**src/verilog/adcc_pkg.sv**
```systemverilog
// Package with register map, field positions and encodings of the converter control block.
package adcc_pkg;
  // ----------------------------------------------------------------
  // Register map
  // ----------------------------------------------------------------
  localparam logic [7:0] CTRL_ADDR = 8'h00;
  localparam logic [7:0] CLKPWR_ADDR = 8'h04;
  localparam logic [7:0] CTRL_RESET = 8'h40;
  localparam logic [7:0] CLKPWR_RESET = 8'h80;
  localparam int START_BIT = 7;
  localparam int BUSY_BIT = 6;
  localparam int PIN_LSB = 2;
  localparam int TEST_BIT = 7;
  localparam int PWROFF_BIT = 6;
  localparam logic [2:0] PIN_NONE = 3'h0;
  localparam int CHAN_LSB = 0;
  localparam int DIV_LSB = 0;
  // ----------------------------------------------------------------
  // Clock divider codes and conversion length
  // ----------------------------------------------------------------
  localparam logic [2:0] DIV2 = 3'h0;
  localparam logic [2:0] DIV8 = 3'h1;
  localparam logic [2:0] DIV32 = 3'h2;
  localparam logic [2:0] DIV1 = 3'h4;
  localparam logic [2:0] DIV4 = 3'h5;
  localparam logic [2:0] DIV16 = 3'h6;
  localparam logic [2:0] DIV_UNDEF_LO = 3'h3;
  localparam logic [2:0] DIV_UNDEF_HI = 3'h7;
  localparam logic [4:0] LAST_DIV1 = 5'h00;
  localparam logic [4:0] LAST_DIV2 = 5'h01;
  localparam logic [4:0] LAST_DIV4 = 5'h03;
  localparam logic [4:0] LAST_DIV8 = 5'h07;
  localparam logic [4:0] LAST_DIV16 = 5'h0f;
  localparam logic [4:0] LAST_DIV32 = 5'h1f;
  localparam logic [4:0] CONV_TICKS = 5'h10;
  localparam logic [1:0] CH_RESERVED = 2'h3;

  typedef struct packed {
    logic start;
    logic [2:0] pins;
    logic [1:0] chan;
  } adcc_ctrl_s;

  typedef struct packed {
    logic test;
    logic power_off;
    logic [2:0] div;
  } adcc_clk_s;
endpackage

```
**src/verilog/adcc_top.sv**
```systemverilog
// Converter control and status registers with a classic Wishbone slave.
//
// Overview of operation
// - Start bit pulsed high then low begins a conversion on the falling step.
// - Start bit held high keeps converter in reset and busy at one.
// - Read-only busy flag is one while converting, zero when complete.
// - Three pin bits make port pins zero to two analog inputs when set.
// - All pin bits clear puts the converter into power-down.
// - Power-off bit in clock register, one powers down, resets to zero.
// - Divider field: 000 /2, 001 /8, 010 /32, 100 /1, 101 /4, 110 /16.
// - Channel field routes input zero, one or two to the converter.
// - Converter powered only when some pin bit set and power-off clear.
// - End of conversion clears busy and raises the request flag.
// - Halt does not change converter power state.
`timescale 1ns/1ps
module adcc_top (
  input wire logic MCLK,
  input wire logic RST,
  input wire logic WB_CYC_I,
  input wire logic WB_STB_I,
  input wire logic WB_WE_I,
  input wire logic [7:0] WB_ADR_I,
  input wire logic [31:0] WB_DAT_I,
  input wire logic [3:0] WB_SEL_I,
  output logic [31:0] WB_DAT_O,
  output logic WB_ACK_O,
  output logic WB_ERR_O,
  input wire logic HALT_REQ,
  output logic [2:0] ANALOG_PIN_ENABLE,
  output logic [1:0] CHANNEL_SELECT,
  output logic [2:0] CONVERTER_CLOCK_DIVIDER,
  output logic CONVERTER_POWERED,
  output logic CONVERTER_RESET,
  output logic CONVERTER_TICK,
  output logic CONVERSION_DONE_IRQ,
  output logic TEST_MODE
);
  // ----------------------------------------------------------------
  // Register state
  // ----------------------------------------------------------------
  // Held means the start bit is up and the converter sits in reset.
  typedef enum logic [1:0] {
    seq_idle,
    seq_held,
    seq_run
  } adcc_seq_e;

  adcc_pkg::adcc_ctrl_s ctrl_q;
  adcc_pkg::adcc_clk_s clk_q;
  adcc_seq_e seq_q;
  adcc_seq_e seq_d;
  logic busy;
  logic last_tick;
  logic [4:0] ticks_q;
  logic ack_q;
  logic err_q;
  logic [31:0] rdata_q;
  logic done_q;
  logic tick;

  // Unimplemented bits are never stored, so they read back as zero.
  function automatic logic [7:0] ctrl_image(input adcc_pkg::adcc_ctrl_s c, input logic b);
    ctrl_image = {c.start, b, 1'b0, c.pins, c.chan};
  endfunction

  function automatic logic [7:0] clk_image(input adcc_pkg::adcc_clk_s c);
    clk_image = {c.test, c.power_off, 3'h0, c.div};
  endfunction

  wire req = WB_CYC_I && WB_STB_I && !ack_q && !err_q;
  wire hit_ctrl = WB_ADR_I == adcc_pkg::CTRL_ADDR;
  wire hit_clk = WB_ADR_I == adcc_pkg::CLKPWR_ADDR;
  wire mapped = hit_ctrl || hit_clk;
  // A write lands at the edge where the master sees ack, while it still holds
  // the request, so state never changes before the answer is given.
  wire commit = WB_CYC_I && WB_STB_I && WB_WE_I && WB_SEL_I[0] && ack_q;
  wire wr_ctrl = commit && hit_ctrl;
  wire wr_clk = commit && hit_clk;
  wire powered = (ctrl_q.pins != adcc_pkg::PIN_NONE) && !clk_q.power_off;
  wire run = powered && busy && !ctrl_q.start;

  // ----------------------------------------------------------------
  // Control registers
  // ----------------------------------------------------------------
  // Bit 5 of control and bits 5..3 of clock register are not stored.
  always_ff @(posedge MCLK) begin
    if (RST) begin
      ctrl_q <= '0;
    end else if (wr_ctrl) begin
      ctrl_q.start <= WB_DAT_I[adcc_pkg::START_BIT];
      ctrl_q.pins <= WB_DAT_I[adcc_pkg::PIN_LSB +: 3];
      ctrl_q.chan <= WB_DAT_I[adcc_pkg::CHAN_LSB +: 2];
    end
  end

  always_ff @(posedge MCLK) begin
    if (RST) begin
      clk_q <= '{test: 1'b1, power_off: 1'b0, div: adcc_pkg::DIV2};
    end else if (wr_clk) begin
      clk_q.test <= WB_DAT_I[adcc_pkg::TEST_BIT];
      clk_q.power_off <= WB_DAT_I[adcc_pkg::PWROFF_BIT];
      clk_q.div <= WB_DAT_I[adcc_pkg::DIV_LSB +: 3];
    end
  end

  // ----------------------------------------------------------------
  // Conversion sequencer
  // ----------------------------------------------------------------
  // The analog core is outside; a conversion is modelled as a fixed count of
  // converter clock ticks so busy has a defined length. A powered-down
  // converter never ticks, so busy then stays high until power returns.
  assign busy = seq_q != seq_idle;
  assign last_tick = tick && (ticks_q == 5'(adcc_pkg::CONV_TICKS - 5'h01));

  always_comb begin
    seq_d = seq_q;
    case (seq_q)
      seq_idle: begin
        if (ctrl_q.start) begin
          seq_d = seq_held;
        end
      end
      seq_held: begin
        if (!ctrl_q.start) begin
          seq_d = seq_run;
        end
      end
      seq_run: begin
        if (ctrl_q.start) begin
          seq_d = seq_held;
        end else if (last_tick) begin
          seq_d = seq_idle;
        end
      end
      default: begin
        seq_d = seq_idle;
      end
    endcase
  end

  // Busy reads one from reset, as a conversion that waits for power.
  always_ff @(posedge MCLK) begin
    if (RST) begin
      seq_q <= seq_run;
    end else begin
      seq_q <= seq_d;
    end
  end

  always_ff @(posedge MCLK) begin
    if (RST || ctrl_q.start || last_tick) begin
      ticks_q <= '0;
    end else if (tick) begin
      ticks_q <= ticks_q + 5'h01;
    end
  end

  // Done is a flop so that it rises together with busy reading zero.
  always_ff @(posedge MCLK) begin
    if (RST) begin
      done_q <= 1'b0;
    end else begin
      done_q <= busy && (seq_d == seq_idle);
    end
  end

  adcc_clkdiv u_div (
    .clk(MCLK),
    .rst(RST),
    .run(run),
    .div(clk_q.div),
    .tick(tick)
  );

  // ----------------------------------------------------------------
  // Wishbone slave: one wait state, error on unmapped address
  // ----------------------------------------------------------------
  always_ff @(posedge MCLK) begin
    if (RST) begin
      ack_q <= 1'b0;
    end else begin
      ack_q <= req && mapped;
    end
  end

  always_ff @(posedge MCLK) begin
    if (RST) begin
      err_q <= 1'b0;
    end else begin
      err_q <= req && !mapped;
    end
  end

  always_ff @(posedge MCLK) begin
    if (RST) begin
      rdata_q <= '0;
    end else if (req && hit_ctrl) begin
      rdata_q <= {24'h0, ctrl_image(ctrl_q, busy)};
    end else if (req && hit_clk) begin
      rdata_q <= {24'h0, clk_image(clk_q)};
    end else begin
      rdata_q <= '0;
    end
  end

  // HALT_REQ is deliberately unused: halt leaves power as it was.
  wire halt_unused = HALT_REQ;

  assign WB_ACK_O = ack_q;
  assign WB_ERR_O = err_q;
  assign WB_DAT_O = rdata_q;
  assign ANALOG_PIN_ENABLE = ctrl_q.pins;
  assign CHANNEL_SELECT = ctrl_q.chan;
  assign CONVERTER_CLOCK_DIVIDER = clk_q.div;
  assign CONVERTER_POWERED = powered;
  assign CONVERTER_RESET = ctrl_q.start;
  assign CONVERTER_TICK = tick;
  assign CONVERSION_DONE_IRQ = done_q;
  assign TEST_MODE = clk_q.test;
endmodule

```
**src/verilog/adcc_clkdiv.sv**
```systemverilog
// Converter clock tick generator selected by the divider field.
`timescale 1ns/1ps
module adcc_clkdiv (
  input wire logic clk,
  input wire logic rst,
  input wire logic run,
  input wire logic [2:0] div,
  output logic tick
);
  logic [4:0] cnt_q;

  // Undefined codes give no tick, so a conversion simply stalls.
  function automatic logic [4:0] last_count(input logic [2:0] d);
    case (d)
      adcc_pkg::DIV1: last_count = adcc_pkg::LAST_DIV1;
      adcc_pkg::DIV2: last_count = adcc_pkg::LAST_DIV2;
      adcc_pkg::DIV4: last_count = adcc_pkg::LAST_DIV4;
      adcc_pkg::DIV8: last_count = adcc_pkg::LAST_DIV8;
      adcc_pkg::DIV16: last_count = adcc_pkg::LAST_DIV16;
      adcc_pkg::DIV32: last_count = adcc_pkg::LAST_DIV32;
      default: last_count = adcc_pkg::LAST_DIV32;
    endcase
  endfunction

  wire valid_div = (div != adcc_pkg::DIV_UNDEF_LO) && (div != adcc_pkg::DIV_UNDEF_HI);

  always_ff @(posedge clk) begin
    if (rst || !run || cnt_q >= last_count(div)) begin
      cnt_q <= 5'h00;
    end else begin
      cnt_q <= cnt_q + 5'h01;
    end
  end

  assign tick = run && valid_div && (cnt_q >= last_count(div));
endmodule

```
**config.mk**
```make
export PLATFORM = sky130hd
export DESIGN_NAME = adcc_top
export DESIGN_NICKNAME = d
export VERILOG_FILES = /design/src/verilog/adcc_pkg.sv /design/src/verilog/adcc_top.sv /design/src/verilog/adcc_clkdiv.sv
export SDC_FILE = /design/constraint.sdc
export NUM_CORES = 1
export LEC_CHECK = 0
export ABC_AREA = 0
export BUFFER_PORTS_ARGS = -buffer_cell sky130_fd_sc_hd__buf_2
export CAP_MARGIN = 10
export CORE_ASPECT_RATIO = 1.4
export CORE_MARGIN = 2
export CORE_UTILIZATION = 30
export CTS_CLUSTER_SIZE = 16
export DETAILED_ROUTE_END_ITERATION = 7
export GPL_TIMING_DRIVEN = 1
export PLACE_DENSITY_LB_ADDON = 0.25
export SLEW_MARGIN = 10
export SYNTH_ARGS = -nofsm -noshare
export SYNTH_HDL_FRONTEND = slang
export SYNTH_SLANG_ARGS = --single-unit
```
**constraint.sdc**
```tcl
create_clock -name MCLK -period 1.8 [get_ports MCLK]
set_input_delay 0.18 -clock MCLK [delete_from_list [all_inputs] [get_ports MCLK]]
set_output_delay 0.18 -clock MCLK [all_outputs]
set_load 0.005 [all_outputs]
```
==> results.md <==
- Root Driver: clkbuf_8
- Critical-path cell list: nor2_4, nand2_2, ha_4, nor2b_4, o21ai_4, a21oi_4, buf_4, or4_4, a21oi_2
- Post-Synthesis Cell Area: 1710 um2
- Synth Area per Inst: 8.97 um2
- Hold crit path type: input port to flip-flop
- GPL Wtd Cong: 0.759
- Crit end category: flip-flop
- WL/cell: 11.1 um
- Max Cap Viol: 0
- Final TNS setup: -0.213 ns
- Critical path depth: 9
- Std-Cell Core Area: 5530 um2
- DRT iter0 DRCs: 62
- Worst setup path startpoint: CONVERTER_CLOCK_DIVIDER[0]$_SDFFE_PP0P_
- Vias/cell: 4.44
- IO Pins: 97
- Top cell type's share of synthesized area: 38.6%
- Failing checks: setup timing
- Largest net degree at the start of global routing: 18
- Starting Density: 31.0%
- Post-synth EDFFs: 0
- Synth Register Bits: 33
- R2r endpoint: ticks_q[0]$_SDFFE_PP0P_
- Count of cell types in the netlist: 40
- Global-route wire length before repair: 5.75 mm
- Row count: 32
- Full die area: 6340 um2
- Final #Nets: 311
- Tot Pwr: 1.32 mW
- Post-synth ARST share: 0%
- Max stage delay on crit path: 0.41 ns
- Worst EP required: 2.02 ns
- Reg clk slew, reported paths: 0.07 ns
- Final worst slack: -0.0932 ns
- Worst r2r path cells: 9
- CP arrival: 2.11 ns
- Worst path bufs/invs: 1
- Max IR drop VDD: 0.000376 V
- RSZ-0062 raised after global routing: true
- Synth top area cells: dfxtp_1 39%, buf_4 12%, mux2i_1 8.2%, nor2_1 6.4%, ha_1 5.8%
- Die span in y: 93.4 um
- Detailed Routing Iterations Pass 1: 4
- ANT cells: 0
- Overflow after GRT: 0
- CP Class: flip-flop to flip-flop
- Gr usage total: 11.7%
- Critical path destination: ticks_q[0]$_SDFFE_PP0P_
- Worst-Skew Late Latency: 0.28 ns
- Endpoints failing hold: 0
- CTS tree: done
- Area delta synth->final: 31.4%
- Skew final: 0.00430 ns
- Hold Slack: 0.134 ns
- Register area share after synthesis: 38.6%
- Reg-to-Reg Start: CONVERTER_CLOCK_DIVIDER[0]$_SDFFE_PP0P_
- Syn Inst Count: 191
- Detailed-route wire length: 3.56 mm
- PD cells: 587 nW/um2
- Clk sinks: 33
- Outcome: finished with violations
- Cell taking the most area after synthesis: dfxtp_1
- Lkg Pwr: 1.09 nW
- Crit path max fanout: 5
- Final setup viols: 4
- Post-route ant nets: 0
- Filler Cells Inserted: 574
- Number of synthesis warnings: 0
- Final slew viol count: 0
- Startpoint types: flip-flop
- Synth Flop Type: dfxtp_1
- Initial antenna violation count: 0
- Cell family with most CP delay: simple AND/OR/NAND/NOR gates
- Layout cells sized above 1: 40.6%
- Worst reg2reg setup slack: -0.09 ns
- FMAX: 528 MHz
- Vias in the first global route: 1,342
- Vias: 1,431
- Die width: 67.9 um
- Post-DP HPWL: 2.71 mm
- CTS Buffer Depth: 2
- DRC Markers: 0
- Crit path max-delay cell type: or4_4
- Min Tclk post-route: 1.89 ns
- CTS Buf Count: 5
- H-Tree Level Count: 2
- Fin crit share: 105%
- PortBufs: 42
[sequential cells by signal, summed over array words and instances (netlist names)]
signal / cells
WB_ERR_O: 1
CONVERTER_RESET: 1
seq_q: 2
u_div.cnt_q: 5
clk_q: 1
CONVERSION_DONE_IRQ: 1
TEST_MODE: 1
CHANNEL_SELECT: 2
CONVERTER_CLOCK_DIVIDER: 3
WB_ACK_O: 1
WB_DAT_O: 7
ticks_q: 5
ANALOG_PIN_ENABLE: 3
[cell usage after synthesis (all sizes together) (2+ instances only)]
master and n:
and2 5, o21ai 5, o31ai 2, a31oi 2, nor3 5, dfxtp 33, nor3b 2, ha 8
nand2 3, and3 2, xor2 2, nand3 7, a211o 2, or4 2, buf 31, inv 8
a21oi 9, nor2 29, nor2b 2, mux2i 14, clkbuf 4
[cell type report]
| cell class | instances | area [um2] | share of cell area (%) |
|---|---|---|---|
| Clock buffer | 6 | 72.6 | 3.22 |
| Clock inverter | 2 | 10.0 | 0.445 |
| Inverter | 8 | 30.0 | 1.33 |
| Multi-Input combinational cell | 139 | 990 | 44.0 |
| Sequential cell | 33 | 669 | 29.7 |
| Tap cell | 68 | 85.1 | 3.78 |
| Timing Repair Buffer | 66 | 394 | 17.5 |
[power breakdown]
part	switching, mW	leakage, nW	internal (mW)	total (mW)
registers	0.000437	0.268	0.728	0.728
clock network	0.265	0.0450	0.268	0.532
logic	0.0378	0.774	0.0236	0.0615
[per-stage QoR]
stage,instance area [um2],cells,utilization (%),worst slack (ns)
6_report,2250,322,40.7,-0.0932
5_1_grt,2250,322,40.7,-0.160
4_1_cts,2150,321,38.9,-0.142
3_5_place_dp,1990,308,36.1,-0.137
3_3_place_gp,1990,308,36.1,-0.132
2_1_floorplan,1810,215,-,0.0307
[cells by family (layout without fill, tap and decap cells)]
family | after synthesis | after routing | share of synthesized area [%]
AOI/OAI and AO/OA | 25 | 25 | 9.28
xor gates and xnor gates | 3 | 3 | 1.53
adders and majority gates | 8 | 8 | 5.84
buffers and inverters | 43 | 82 | 16.1
DFF | 33 | 33 | 38.6
muxes | 14 | 14 | 8.18
other | 1 | 25 | 0.219
and+or+nand+nor | 64 | 64 | 20.3
[placed cells by master, fill, tap and decap left out, types with 2 or more instances in the layout]
cell / count
a31oi_1: 2
conb_1: 25
inv_2: 2
o31ai_1: 2
and2_1: 3
clkinv_2: 2
inv_1: 6
nand3_1: 7
clkbuf_8: 5
dfxtp_1: 30
and2_4: 2
and3_1: 2
nor3b_1: 2
nor3_1: 4
a21oi_1: 4
xor2_1: 2
ha_4: 3
nor2_1: 27
or4_4: 2
a21oi_2: 4
buf_2: 42
ha_1: 5
buf_4: 23
o21ai_4: 2
dfxtp_4: 2
mux2i_1: 14
o21ai_0: 2
nand2_1: 2
[per-layer routing]
metal  share of wire (%)  vias up  track usage (%)
li1                    -      722                -
met1                  42      661             13.4
met2                  51       44             19.9
met3                 5.1        4             2.65
met4                 1.5        0             6.00
met5                   0        -                0
[what timing repair did]
| item | 4_1_cts | 5_1_grt |
|---|---|---|
| pin swaps | 10 | 11 |
| resized for setup | 13 | 20 |
| setup endpoints to repair | 10 | 7 |
| hold buffers | 0 | 0 |
| setup buffers | 6 | 1 |
[worst reg2reg max path, delay by kind of cell (launching register included)]
kind,cells,cell delay (ns)
and+or+nand+nor,4,0.65
AOI/OAI and AO/OA,3,0.39
DFF,1,0.38
adders and majority gates,1,0.27
buffers and inverters,1,0.14
[how the worst min path moves through the flow]
stage | start | to | slack (ns) | cells after the start
global route | WB_DAT_I[4] | ANALOG_PIN_ENABLE[2]$_SDFFE_PP0P_ | 0.16 | 3
floorplan | WB_DAT_I[0] | CONVERTER_CLOCK_DIVIDER[0]$_SDFFE_PP0P_ | 0.32 | 2
detailed placement | WB_DAT_I[6] | clk_q[3]$_SDFFE_PP0P_ | 0.42 | 3
finish | WB_DAT_I[6] | clk_q[3]$_SDFFE_PP0P_ | 0.13 | 3
global placement | WB_DAT_I[6] | clk_q[3]$_SDFFE_PP0P_ | 0.42 | 3
CTS | WB_DAT_I[6] | clk_q[3]$_SDFFE_PP0P_ | 0.13 | 3
Power figures use the tool's default switching activity.
